File: src/hw/bus_master_pkg.sv
// Constants for the expansion-bus master signalling block.
// Assumes a 20 MHz clock; all times converted to cycles here.
package bus_master_pkg;
    localparam int CLK_PERIOD_NS = 50;
    localparam int TAKEOVER_LIMIT_NS = 7800;
    localparam int TAKEOVER_LIMIT_CYC = TAKEOVER_LIMIT_NS / CLK_PERIOD_NS;
    localparam int STREAM_PERIOD_NS = 100;
    localparam int STREAM_CYC = (STREAM_PERIOD_NS + CLK_PERIOD_NS - 1)
        / CLK_PERIOD_NS;
    localparam int ARB_SETTLE_CYC = 4;
    localparam int ARB_W = 4;
    // Cycle type code {memIo, s0, s1}
    localparam logic [2:0] CODE_IO_WR = 3'h1;
    localparam logic [2:0] CODE_IO_RD = 3'h2;
    localparam logic [2:0] CODE_IDLE = 3'h7;
    localparam logic [2:0] CODE_MEM_WR = 3'h5;
    localparam logic [2:0] CODE_MEM_RD = 3'h6;
    localparam logic [3:0] ARB_RESET_LEVEL = 4'hF;
endpackage

File: src/hw/bus_master_ctrl.sv
// Bus ownership and cycle framing for the expansion-bus master side.
// Assumes external pull-ups on open-collector lines and a 20 MHz clock.
`timescale 1ns/10ps
`default_nettype none

// Summary of operation
// - While requesting, drive own level on arbitration lines and sample them.
// - Pull takeover line low while wanting bus; watch it for others.
// - Release bus within 7.8 us after another contender pulls takeover if no cycle is running; otherwise once that cycle ends.
// - Assert block-transfer request low whenever bus owner.
// - Pulse streaming strobe low on streaming write data as owner.
// - Sample streaming capability inputs as owner; support 100 ns streaming.
// - Never drive the streaming capability lines.
// - Drive address latch strobe as owner, receive it as slave; this block has no input for it and only drives it.
// - Drive command strobe for non-streaming cycles as owner.
// - Falling edge on a status line starts a cycle.
// - Cycle code {mem/io,s0,s1}: 001 IOW, 010 IOR, 101 MW, 110 MR, x11 idle.
// - Drive memory/IO select as owner, receive it as slave; this block has no input for it and only drives it.
// - Buffer direction output high only while owner.
module bus_master_ctrl (
    input wire logic clock,
    input wire logic rst,
    input wire logic busRequest,
    input wire logic [3:0] arbLevel,
    input wire logic cycleStart,
    input wire logic cycleIsMem,
    input wire logic cycleIsWrite,
    input wire logic cycleStream,
    input wire logic transferDone,
    input wire logic [3:0] arbitrationLevelLinesIn,
    input wire logic arbitrateOrGrantLine,
    input wire logic takeoverRequestIn,
    input wire logic [1:0] streamCapabilityInputs,
    output logic [3:0] arbitrationLevelLinesOe,
    output logic takeoverRequestOe,
    output logic blockTransferReqOe,
    output logic streamWriteStrobeN,
    output logic addressLatchStrobeN,
    output logic commandStrobeN,
    output logic [1:0] cycleStatusCode,
    output logic memIoSelect,
    output logic bufferDirectionControl,
    output logic busOwner,
    output logic cycleBusy,
    output logic [1:0] streamCapability
);
    //--------------------------------------------------------------
    // Input synchronisers
    //--------------------------------------------------------------
    logic [3:0] arbMeta_q, arbSync_q;
    logic [1:0] grantMeta_q, takeMeta_q;
    logic grantSync_q, takeSync_q;
    logic [1:0] sdrMeta_q, sdrSync_q;

    always_ff @(posedge clock or posedge rst) begin
        if (rst) begin
            arbMeta_q <= 4'hF;
            arbSync_q <= 4'hF;
            grantMeta_q <= 2'h3;
            grantSync_q <= 1'b1;
            takeMeta_q <= 2'h3;
            takeSync_q <= 1'b1;
            sdrMeta_q <= 2'h3;
            sdrSync_q <= 2'h3;
        end else begin
            arbMeta_q <= arbitrationLevelLinesIn;
            arbSync_q <= arbMeta_q;
            grantMeta_q <= {1'b0, arbitrateOrGrantLine};
            grantSync_q <= grantMeta_q[0];
            takeMeta_q <= {1'b0, takeoverRequestIn};
            takeSync_q <= takeMeta_q[0];
            sdrMeta_q <= streamCapabilityInputs;
            sdrSync_q <= sdrMeta_q;
        end
    end

    //--------------------------------------------------------------
    // Ownership state machine
    //--------------------------------------------------------------
    typedef enum logic [3:0] {
        ST_IDLE = 4'h1,
        ST_ARB = 4'h2,
        ST_OWN = 4'h4,
        ST_RELEASE = 4'h8
    } own_t;

    typedef enum logic [3:0] {
        CY_IDLE = 4'h1,
        CY_ADDR = 4'h2,
        CY_CMD = 4'h4,
        CY_END = 4'h8
    } cyc_t;

    own_t own_q, own_d;
    cyc_t cyc_q, cyc_d;
    logic [3:0] arbOe_q, arbOe_d;
    logic takeOe_q, takeOe_d;
    logic lost_q, lost_d;
    logic [8:0] preCnt_q, preCnt_d;
    logic preSeen_q, preSeen_d;
    logic adl_q, adl_d, cmd_q, cmd_d, sds_q, sds_d, dir_q, dir_d, burst_q;
    logic burst_d, mio_q, mio_d;
    logic [1:0] st_q, st_d, sdr_q, sdr_d;
    logic [2:0] code_q, code_d;
    logic strm_q, strm_d;
    logic [1:0] sCnt_q, sCnt_d;

    // Code {memIo,s0,s1} for a requested cycle
    function automatic logic [2:0] cycle_code(input logic mem,
                                              input logic wr);
        if (mem) begin
            cycle_code = wr ? bus_master_pkg::CODE_MEM_WR
                            : bus_master_pkg::CODE_MEM_RD;
        end else begin
            cycle_code = wr ? bus_master_pkg::CODE_IO_WR
                            : bus_master_pkg::CODE_IO_RD;
        end
    endfunction

    // Releasing also covers a contender pulling takeover while we own
    logic mustYield;
    assign mustYield = preSeen_q && (preCnt_q >= 9'(
        bus_master_pkg::TAKEOVER_LIMIT_CYC / 2));

    always_comb begin
        own_d = own_q;
        arbOe_d = arbOe_q;
        takeOe_d = takeOe_q;
        lost_d = lost_q;
        preSeen_d = preSeen_q;
        preCnt_d = preCnt_q;
        case (own_q)
            ST_IDLE: begin
                arbOe_d = 4'h0;
                lost_d = 1'b0;
                if (busRequest) begin
                    takeOe_d = 1'b1;
                    if (grantSync_q) begin
                        own_d = ST_ARB;
                    end
                end else begin
                    takeOe_d = 1'b0;
                end
            end
            ST_ARB: begin
                // Drive low bits of own level where it has a 0
                arbOe_d = ~arbLevel;
                if (grantSync_q) begin
                    // Mark lost once bit 3 of the lines is low where our level has a 1
                    if (arbSync_q[3] != arbLevel[3] && arbLevel[3]) begin
                        lost_d = 1'b1;
                    end
                end else begin
                    // Grant low: winner if lines match our level
                    if (!lost_q && arbSync_q == arbLevel) begin
                        own_d = ST_OWN;
                        takeOe_d = 1'b0;
                        preSeen_d = 1'b0;
                        preCnt_d = 9'h000;
                    end else begin
                        own_d = ST_IDLE;
                    end
                    arbOe_d = 4'h0;
                end
            end
            ST_OWN: begin
                if (!takeSync_q) begin
                    preSeen_d = 1'b1;
                end
                if (preSeen_q && preCnt_q != 9'h1FF) begin
                    preCnt_d = preCnt_q + 9'h001;
                end
                if (!busRequest || mustYield) begin
                    own_d = ST_RELEASE;
                end
            end
            ST_RELEASE: begin
                if (cyc_q == CY_IDLE) begin
                    own_d = ST_IDLE;
                end
            end
            default: own_d = ST_IDLE;
        endcase
    end

    //--------------------------------------------------------------
    // Cycle framing
    //--------------------------------------------------------------
    always_comb begin
        cyc_d = cyc_q;
        adl_d = 1'b1;
        cmd_d = 1'b1;
        sds_d = 1'b1;
        code_d = code_q;
        strm_d = strm_q;
        sCnt_d = sCnt_q;
        sdr_d = sdr_q;
        case (cyc_q)
            CY_IDLE: begin
                code_d = bus_master_pkg::CODE_IDLE;
                if (cycleStart && own_q == ST_OWN) begin
                    code_d = cycle_code(cycleIsMem, cycleIsWrite);
                    strm_d = cycleStream && cycleIsWrite
                             && sdrSync_q != 2'h3;
                    sdr_d = sdrSync_q;
                    adl_d = 1'b0;
                    cyc_d = CY_ADDR;
                end
            end
            CY_ADDR: begin
                cyc_d = CY_CMD;
                sCnt_d = 2'h0;
            end
            CY_CMD: begin
                if (strm_q) begin
                    // Strobe low on first half of each 100 ns beat
                    sds_d = (sCnt_q == 2'h0) ? 1'b0 : 1'b1;
                    sCnt_d = (sCnt_q == 2'(bus_master_pkg::STREAM_CYC - 1))
                             ? 2'h0 : sCnt_q + 2'h1;
                end else begin
                    cmd_d = 1'b0;
                end
                if (transferDone) begin
                    cmd_d = 1'b1;
                    sds_d = 1'b1;
                    cyc_d = CY_END;
                end
            end
            CY_END: begin
                code_d = bus_master_pkg::CODE_IDLE;
                strm_d = 1'b0;
                cyc_d = CY_IDLE;
            end
            default: cyc_d = CY_IDLE;
        endcase
        {mio_d, st_d} = code_d;
        dir_d = (own_d == ST_OWN) || (own_d == ST_RELEASE);
        burst_d = dir_d;
    end

    always_ff @(posedge clock or posedge rst) begin
        if (rst) begin
            own_q <= ST_IDLE;
            cyc_q <= CY_IDLE;
            arbOe_q <= 4'h0;
            takeOe_q <= 1'b0;
            lost_q <= 1'b0;
            preSeen_q <= 1'b0;
            preCnt_q <= 9'h000;
            adl_q <= 1'b1;
            cmd_q <= 1'b1;
            sds_q <= 1'b1;
            code_q <= bus_master_pkg::CODE_IDLE;
            mio_q <= 1'b1;
            st_q <= 2'h3;
            strm_q <= 1'b0;
            sCnt_q <= 2'h0;
            sdr_q <= 2'h3;
            dir_q <= 1'b0;
            burst_q <= 1'b0;
        end else begin
            own_q <= own_d;
            cyc_q <= cyc_d;
            arbOe_q <= arbOe_d;
            takeOe_q <= takeOe_d;
            lost_q <= lost_d;
            preSeen_q <= preSeen_d;
            preCnt_q <= preCnt_d;
            adl_q <= adl_d;
            cmd_q <= cmd_d;
            sds_q <= sds_d;
            code_q <= code_d;
            mio_q <= mio_d;
            st_q <= st_d;
            strm_q <= strm_d;
            sCnt_q <= sCnt_d;
            sdr_q <= sdr_d;
            dir_q <= dir_d;
            burst_q <= burst_d;
        end
    end

    // Streaming capability lines are inputs only; no enable exists
    assign arbitrationLevelLinesOe = arbOe_q;
    assign takeoverRequestOe = takeOe_q;
    assign blockTransferReqOe = burst_q;
    assign streamWriteStrobeN = sds_q;
    assign addressLatchStrobeN = adl_q;
    assign commandStrobeN = cmd_q;
    assign cycleStatusCode = st_q;
    assign memIoSelect = mio_q;
    assign bufferDirectionControl = dir_q;
    assign busOwner = dir_q;
    assign cycleBusy = (cyc_q != CY_IDLE);
    assign streamCapability = sdr_q;
endmodule

`default_nettype wire

File: config.mk
export PLATFORM = sky130hd
export DESIGN_NAME = bus_master_ctrl
export DESIGN_NICKNAME = d
export VERILOG_FILES = /design/src/hw/bus_master_pkg.sv /design/src/hw/bus_master_ctrl.sv
export SDC_FILE = /design/constraint.sdc
export NUM_CORES = 1
export LEC_CHECK = 0
export BUFFER_PORTS_ARGS = -buffer_cell sky130_fd_sc_hd__buf_2
export CORE_UTILIZATION = 55
export DETAILED_ROUTE_END_ITERATION = 8
export GPL_ROUTABILITY_DRIVEN = 0
export PLACE_DENSITY = 0.87
export SLEW_MARGIN = 20
export SYNTH_ARGS = -nofsm -noshare
export SYNTH_HDL_FRONTEND = slang
export SYNTH_SLANG_ARGS = --single-unit
File: constraint.sdc
create_clock -name clock -period 2 [get_ports clock]
set_input_delay 0.1 -clock clock [delete_from_list [all_inputs] [get_ports clock]]
set_output_delay 0.1 -clock clock [all_outputs]
set_load 0.02 [all_outputs]
* Yosys cells after proc, flatten, opt, wreduce, memory -nomap -nowiden
Index checks and enable logic that the tools add are counted.
** Storage, ports and cells
- Bits in registers :: 55
- Input port bits :: 20
- Word-level logic and storage cells :: 122
** Operators by class
- Add/sub/neg operators :: 2
- Magnitude comparators :: 1
- Equal/unequal tests :: 25
- Mux-type cells :: 44
- Bitwise logic cells :: 1
- Reductions and logical operators :: 24
** Operators by type and width (count)
- $mux W4 :: 8
- $mux W9 :: 3
- $ne A2 B2 Y1 const B :: 9
- $pmux W9 S2 :: 1
- $mux W1 :: 16
- $pmux W4 S4 :: 1
- $eq A4 B3 Y1 const B :: 3
- $eq A4 B4 Y1 const B :: 3
- $pmux W4 S3 :: 1
- $add A9 B1 Y9 const B :: 1
- $ge A9 B7 Y1 const B :: 1
- $mux W3 :: 3
- $ne A9 B9 Y1 const B :: 1
- $eq A4 B1 Y1 const B :: 2
- $eq A4 B2 Y1 const B :: 2
- $mux W2 :: 4
- $pmux W1 S2 :: 4
- $pmux W4 S2 :: 1
- $reduce_and A2 Y1 :: 4
- $reduce_and A4 Y1 :: 2
- $reduce_bool A2 Y1 :: 4
- $logic_and A1 B1 Y1 :: 7
- $pmux W3 S2 :: 1
- $reduce_and A3 Y1 :: 2
- other kinds (11) :: 13

* Depth between registers and ports, before layout
- Depth in word-level cells :: 7
- Depth in mapped cells :: 7
- Gate-level depth less buffers :: 7

* Worst setup path before layout
No wires, ideal clock.
- Path type :: flip-flop to flip-flop
- Start point :: register preCnt_q[4]
- End point :: register preCnt_q[6]
- Setup time :: 120 ps
- Arrival :: 1535 ps
- Slack :: 345 ps
- Cell stages (with the launch flop) :: 8
- Buffers on the path :: 0
- Clock period less this slack :: 1655 ps
- Cells stage by stage :: dfrtp_1 -> and4_1 -> and4_1 -> ha_1 -> nand3b_1 -> nor3b_2 -> xnor2_1 -> nor2_2
** On the way
- Longest elaborated chain between the ends :: 4
** Ends and longest elaborated chain
- from (decl) :: RTL line bus_master_ctrl.sv:99 : logic [8:0] preCnt_q, preCnt_d;
- from (signal assigned) :: RTL line bus_master_ctrl.sv:268 : preCnt_q <= preCnt_d;
- branches (longest 4 deep; another with $add A9 B1 Y9)
Parallel ways; which one is timed is not known. The select of a mux whose other input is x is not followed.
A chain may end at the register's enable or synchronous reset.

* Final worst setup path
- Start point :: register preCnt_q[3]
- End point :: register preCnt_q[4]
The elaborated chain is that of the path after synthesis.

==> flow_metrics.py <==
metrics = {
    "run_status": {
        "outcome": "finished, final reports clean",
    },
    "route": {
        "ant_nets": 0,
        "vias_per_cell": 5.57,
        "drt_iter0_markers": 58,
        "drc": 0,
        "via_count": 1670,
        "wl_per_cell_um": 14.2,
        "routed_wirelength_um": 4270,
        "dr.pass1.iters": 4,
    },
    "synth": {
        "synth_top_cell_by_area": "dfstp_2",
        "synth_area_leaders": "dfstp_2 (30%), dfrtp_1 (28%), nand2_1 (3.3%), nor2_1 (2.8%), xnor2_1 (2.3%)",
        "ys.flop_type": "dfstp_2",
        "synth_top_area_share": 0.297,
        "synth_area_per_cell_sq_um": 11.4,
        "synth_nets": 226,
        "netlist_instances": 202,
        "synth.distinct_cells": 52,
        "synth_warnings": 0,
        "synth_edf_count": 0,
        "async_reset_ff_frac": 1.00,
        "synth.cell_area_sq_mm": 0.00230,
        "synth-seq-cells": 52,
        "ys_seq_area_frac": 0.580,
    },
    "timing": {
        "clock.fmax_mhz": 529,
        "finalCritPeriodShare": 0.946,
        "rsz0062_at_grt": "no",
        "setup_tns_ps": 0,
        "worst_slew_pin_slew_ps": 555,
        "finalHoldViolCount": 0,
        "slew_violations": 0,
        "relSlewSlack": 0.629,
        "setup_viol": 0,
        "fin_skew_ps": 8.31,
        "min_period_ps": 1890,
    },
    "finish": {
        "nets": 273,
        "diodes": 0,
        "postLayoutCoreUtil": 0.675,
        "num-fill-cells": 288,
        "drive_above_1_share": 0.348,
        "syn2layout_area_growth_pct": 17.3,
        "fin_area_sq_mm": 0.00270,
    },
    "global_route": {
        "grt_pass1_wl_um": 7300,
        "grt_usage": 0.225,
        "overflow": 0,
        "antenna_found_initial": 0,
        "first_global_vias": 1618,
        "grt_max_degree": 29,
    },
    "setup_path": {
        "critPathMostFrequentCell": "and4_1",
        "slowest_delay_ps": 440,
        "path_buf_inv": 0,
        "critPathCaptureType": "register",
        "start_kind": "register",
        "reg2reg_depth": 7,
        "cp.required_ps": 2200,
        "reg2reg_from": "preCnt_q[3]",
        "critPathKind": "register to register",
        "crit_fanout": 5,
        "cp_num_cells": 7,
        "worstPathArrival_ps": 2090,
        "crit_chain": "and4_1 -> and4_1 -> ha_1 -> nand3b_1 -> nor3_2 -> xnor2_1 -> nor2_2",
        "crit_family": "simple AND/OR/NAND/NOR gates",
        "cp-startpoint": "preCnt_q[3]",
        "slowest_stage": "dfrtp_1",
    },
    "clocking": {
        "cts.path.max_buffers": 2,
        "cts-root-buf": "clkbuf_8",
        "numCtsBuffers": 5,
        "cts_sinks": 52,
        "cts.repair.resized": 0,
        "cts_tree": "yes",
        "clk-insertion-delay-late_ps": 300,
        "clk_pin_slew_worst_paths_ps": 90,
        "ctsHtreeMaxLevel": 2,
    },
    "die": {
        "fp-row-count": 23,
        "core_area_sq_mm": 0.00400,
        "die-area_sq_mm": 0.00445,
        "ios": 37,
        "start_util": 0.575,
        "die_x_um": 66.7,
        "die_h_um": 66.7,
    },
    "hold_path": {
        "hold_class": "input port to register",
        "holdPathStages": 3,
        "worstHoldStart": "cycleIsMem",
    },
    "placement": {
        "placed_area_sq_mm": 0.00252,
        "hpwl_um": 3050,
        "port_buffers": 36,
    },
    "pwr": {
        "vdd_drop_max_v": 0.000508,
        "power_leakage_nw": 1.17,
        "powerDensity_mw_per_mm2": 735,
    },
    "run": {
        "maxCapViolCount": 0,
    },
}
## through the flow
step                      hold WS [ps]  total power (W)  cells  setup slack [ps]
after floorplan                    104          0.00133    202               345
after global placement             182          0.00140    283               231
after detailed placement           179          0.00141    283               150
after CTS                         4.62          0.00200    300               128
after global routing              7.79          0.00208    300              19.3
final                             15.7          0.00198    300               109
## cells in the final DEF, fill, tap and decap left out, types with 5 or more instances in the layout
cell,instances
xnor2_1,6
dlygate4sd3_1,9
nand2_1,20
nor2_1,17
dfstp_2,26
inv_1,5
buf_4,6
o21ai_0,8
dfrtp_1,26
a21oi_1,7
buf_2,36
clkbuf_8,5
nor2b_1,5
## tightest hold or removal path: stages
cell and delay, ps:
buf_2 70, o22ai_1 50, nand2_1 60
## sequential cells by signal, indices dropped and copies added, names as in the netlist, 2 cells and up, named ones only
signal                   cells
own_q                        4
arbMeta_q                    4
sCnt_q                       2
preCnt_q                     9
arbitrationLevelLinesOe      4
arbSync_q                    4
streamCapability             2
cyc_q                        4
sdrMeta_q                    2
sdrSync_q                    2
## cells in the mapped netlist (all sizes together), types with 2 or more instances
library cell / instances
mux2: 2
nand4: 3
nor3: 5
xnor2: 6
ha: 4
nor2b: 5
or3b: 2
o211ai: 2
o2bb2ai: 2
nor2: 19
o31ai: 3
nand2b: 4
nor4b: 2
o21ai: 8
dfrtp: 26
and4: 2
o22ai: 3
clkbuf: 5
o32ai: 2
nand2: 20
and3: 3
nand3b: 2
dfstp: 26
nand3: 4
xor2: 3
inv: 7
a21oi: 7
nor3b: 2
and4b: 2
buf: 6
## cell type report
type	instances	area, sq um	area share
Clock inverter	2	16.3	0.00603
Timing Repair Buffer	51	315	0.117
Tap cell	50	62.6	0.0232
Multi-Input combinational cell	132	872	0.323
Inverter	7	26.3	0.00974
Sequential cell	52	1330	0.494
Clock buffer	6	72.6	0.0269
## per-layer routing
metal / global-route usage / wire length, um / part of all wire / up-vias
met5: 0 / 0 / 0 / -
li1: - / - / - / 800
met1: 0.291 / 1860 / 0.44 / 810
met4: 0.0984 / 85 / 0.020 / 0
met2: 0.354 / 2110 / 0.49 / 52
met3: 0.0616 / 219 / 0.051 / 8
## final timing paths
kind,end,slack [ps]
setup / recovery,preCnt_q[4],110
hold / removal,register,20
setup reg to reg,preCnt_q[4],110
hold reg to reg,sdrSync_q[1],360
max in group asynchronous,own_q[0],950
min in group asynchronous,sCnt_q[1],390
## cells by family (layout without fill, tap and decap cells)
logic type / count (synthesis) / in the layout / synth area share
compound gates: 37 / 37 / 0.108
xor+xnor: 9 / 9 / 0.0343
fa+ha+maj: 4 / 4 / 0.0218
buf+inv: 18 / 66 / 0.0413
flops: 52 / 52 / 0.580
mux: 3 / 3 / 0.0141
simple gates: 79 / 79 / 0.201
## what timing repair did
item | 4_1_cts | 5_1_grt
hold endpoints to repair | 22 | 0
hold buffers | 9 | 0
setup buffers | 0 | 0
## power by group
part	leakage (nW)	internal [W]	switching (W)
logic	0.544	0.000110	0.000132
clock network	0.0414	0.000249	0.000330
registers	0.587	0.00111	0.0000487
total	1.17	0.00147	0.000511
(Power assumes the default switching activity.)
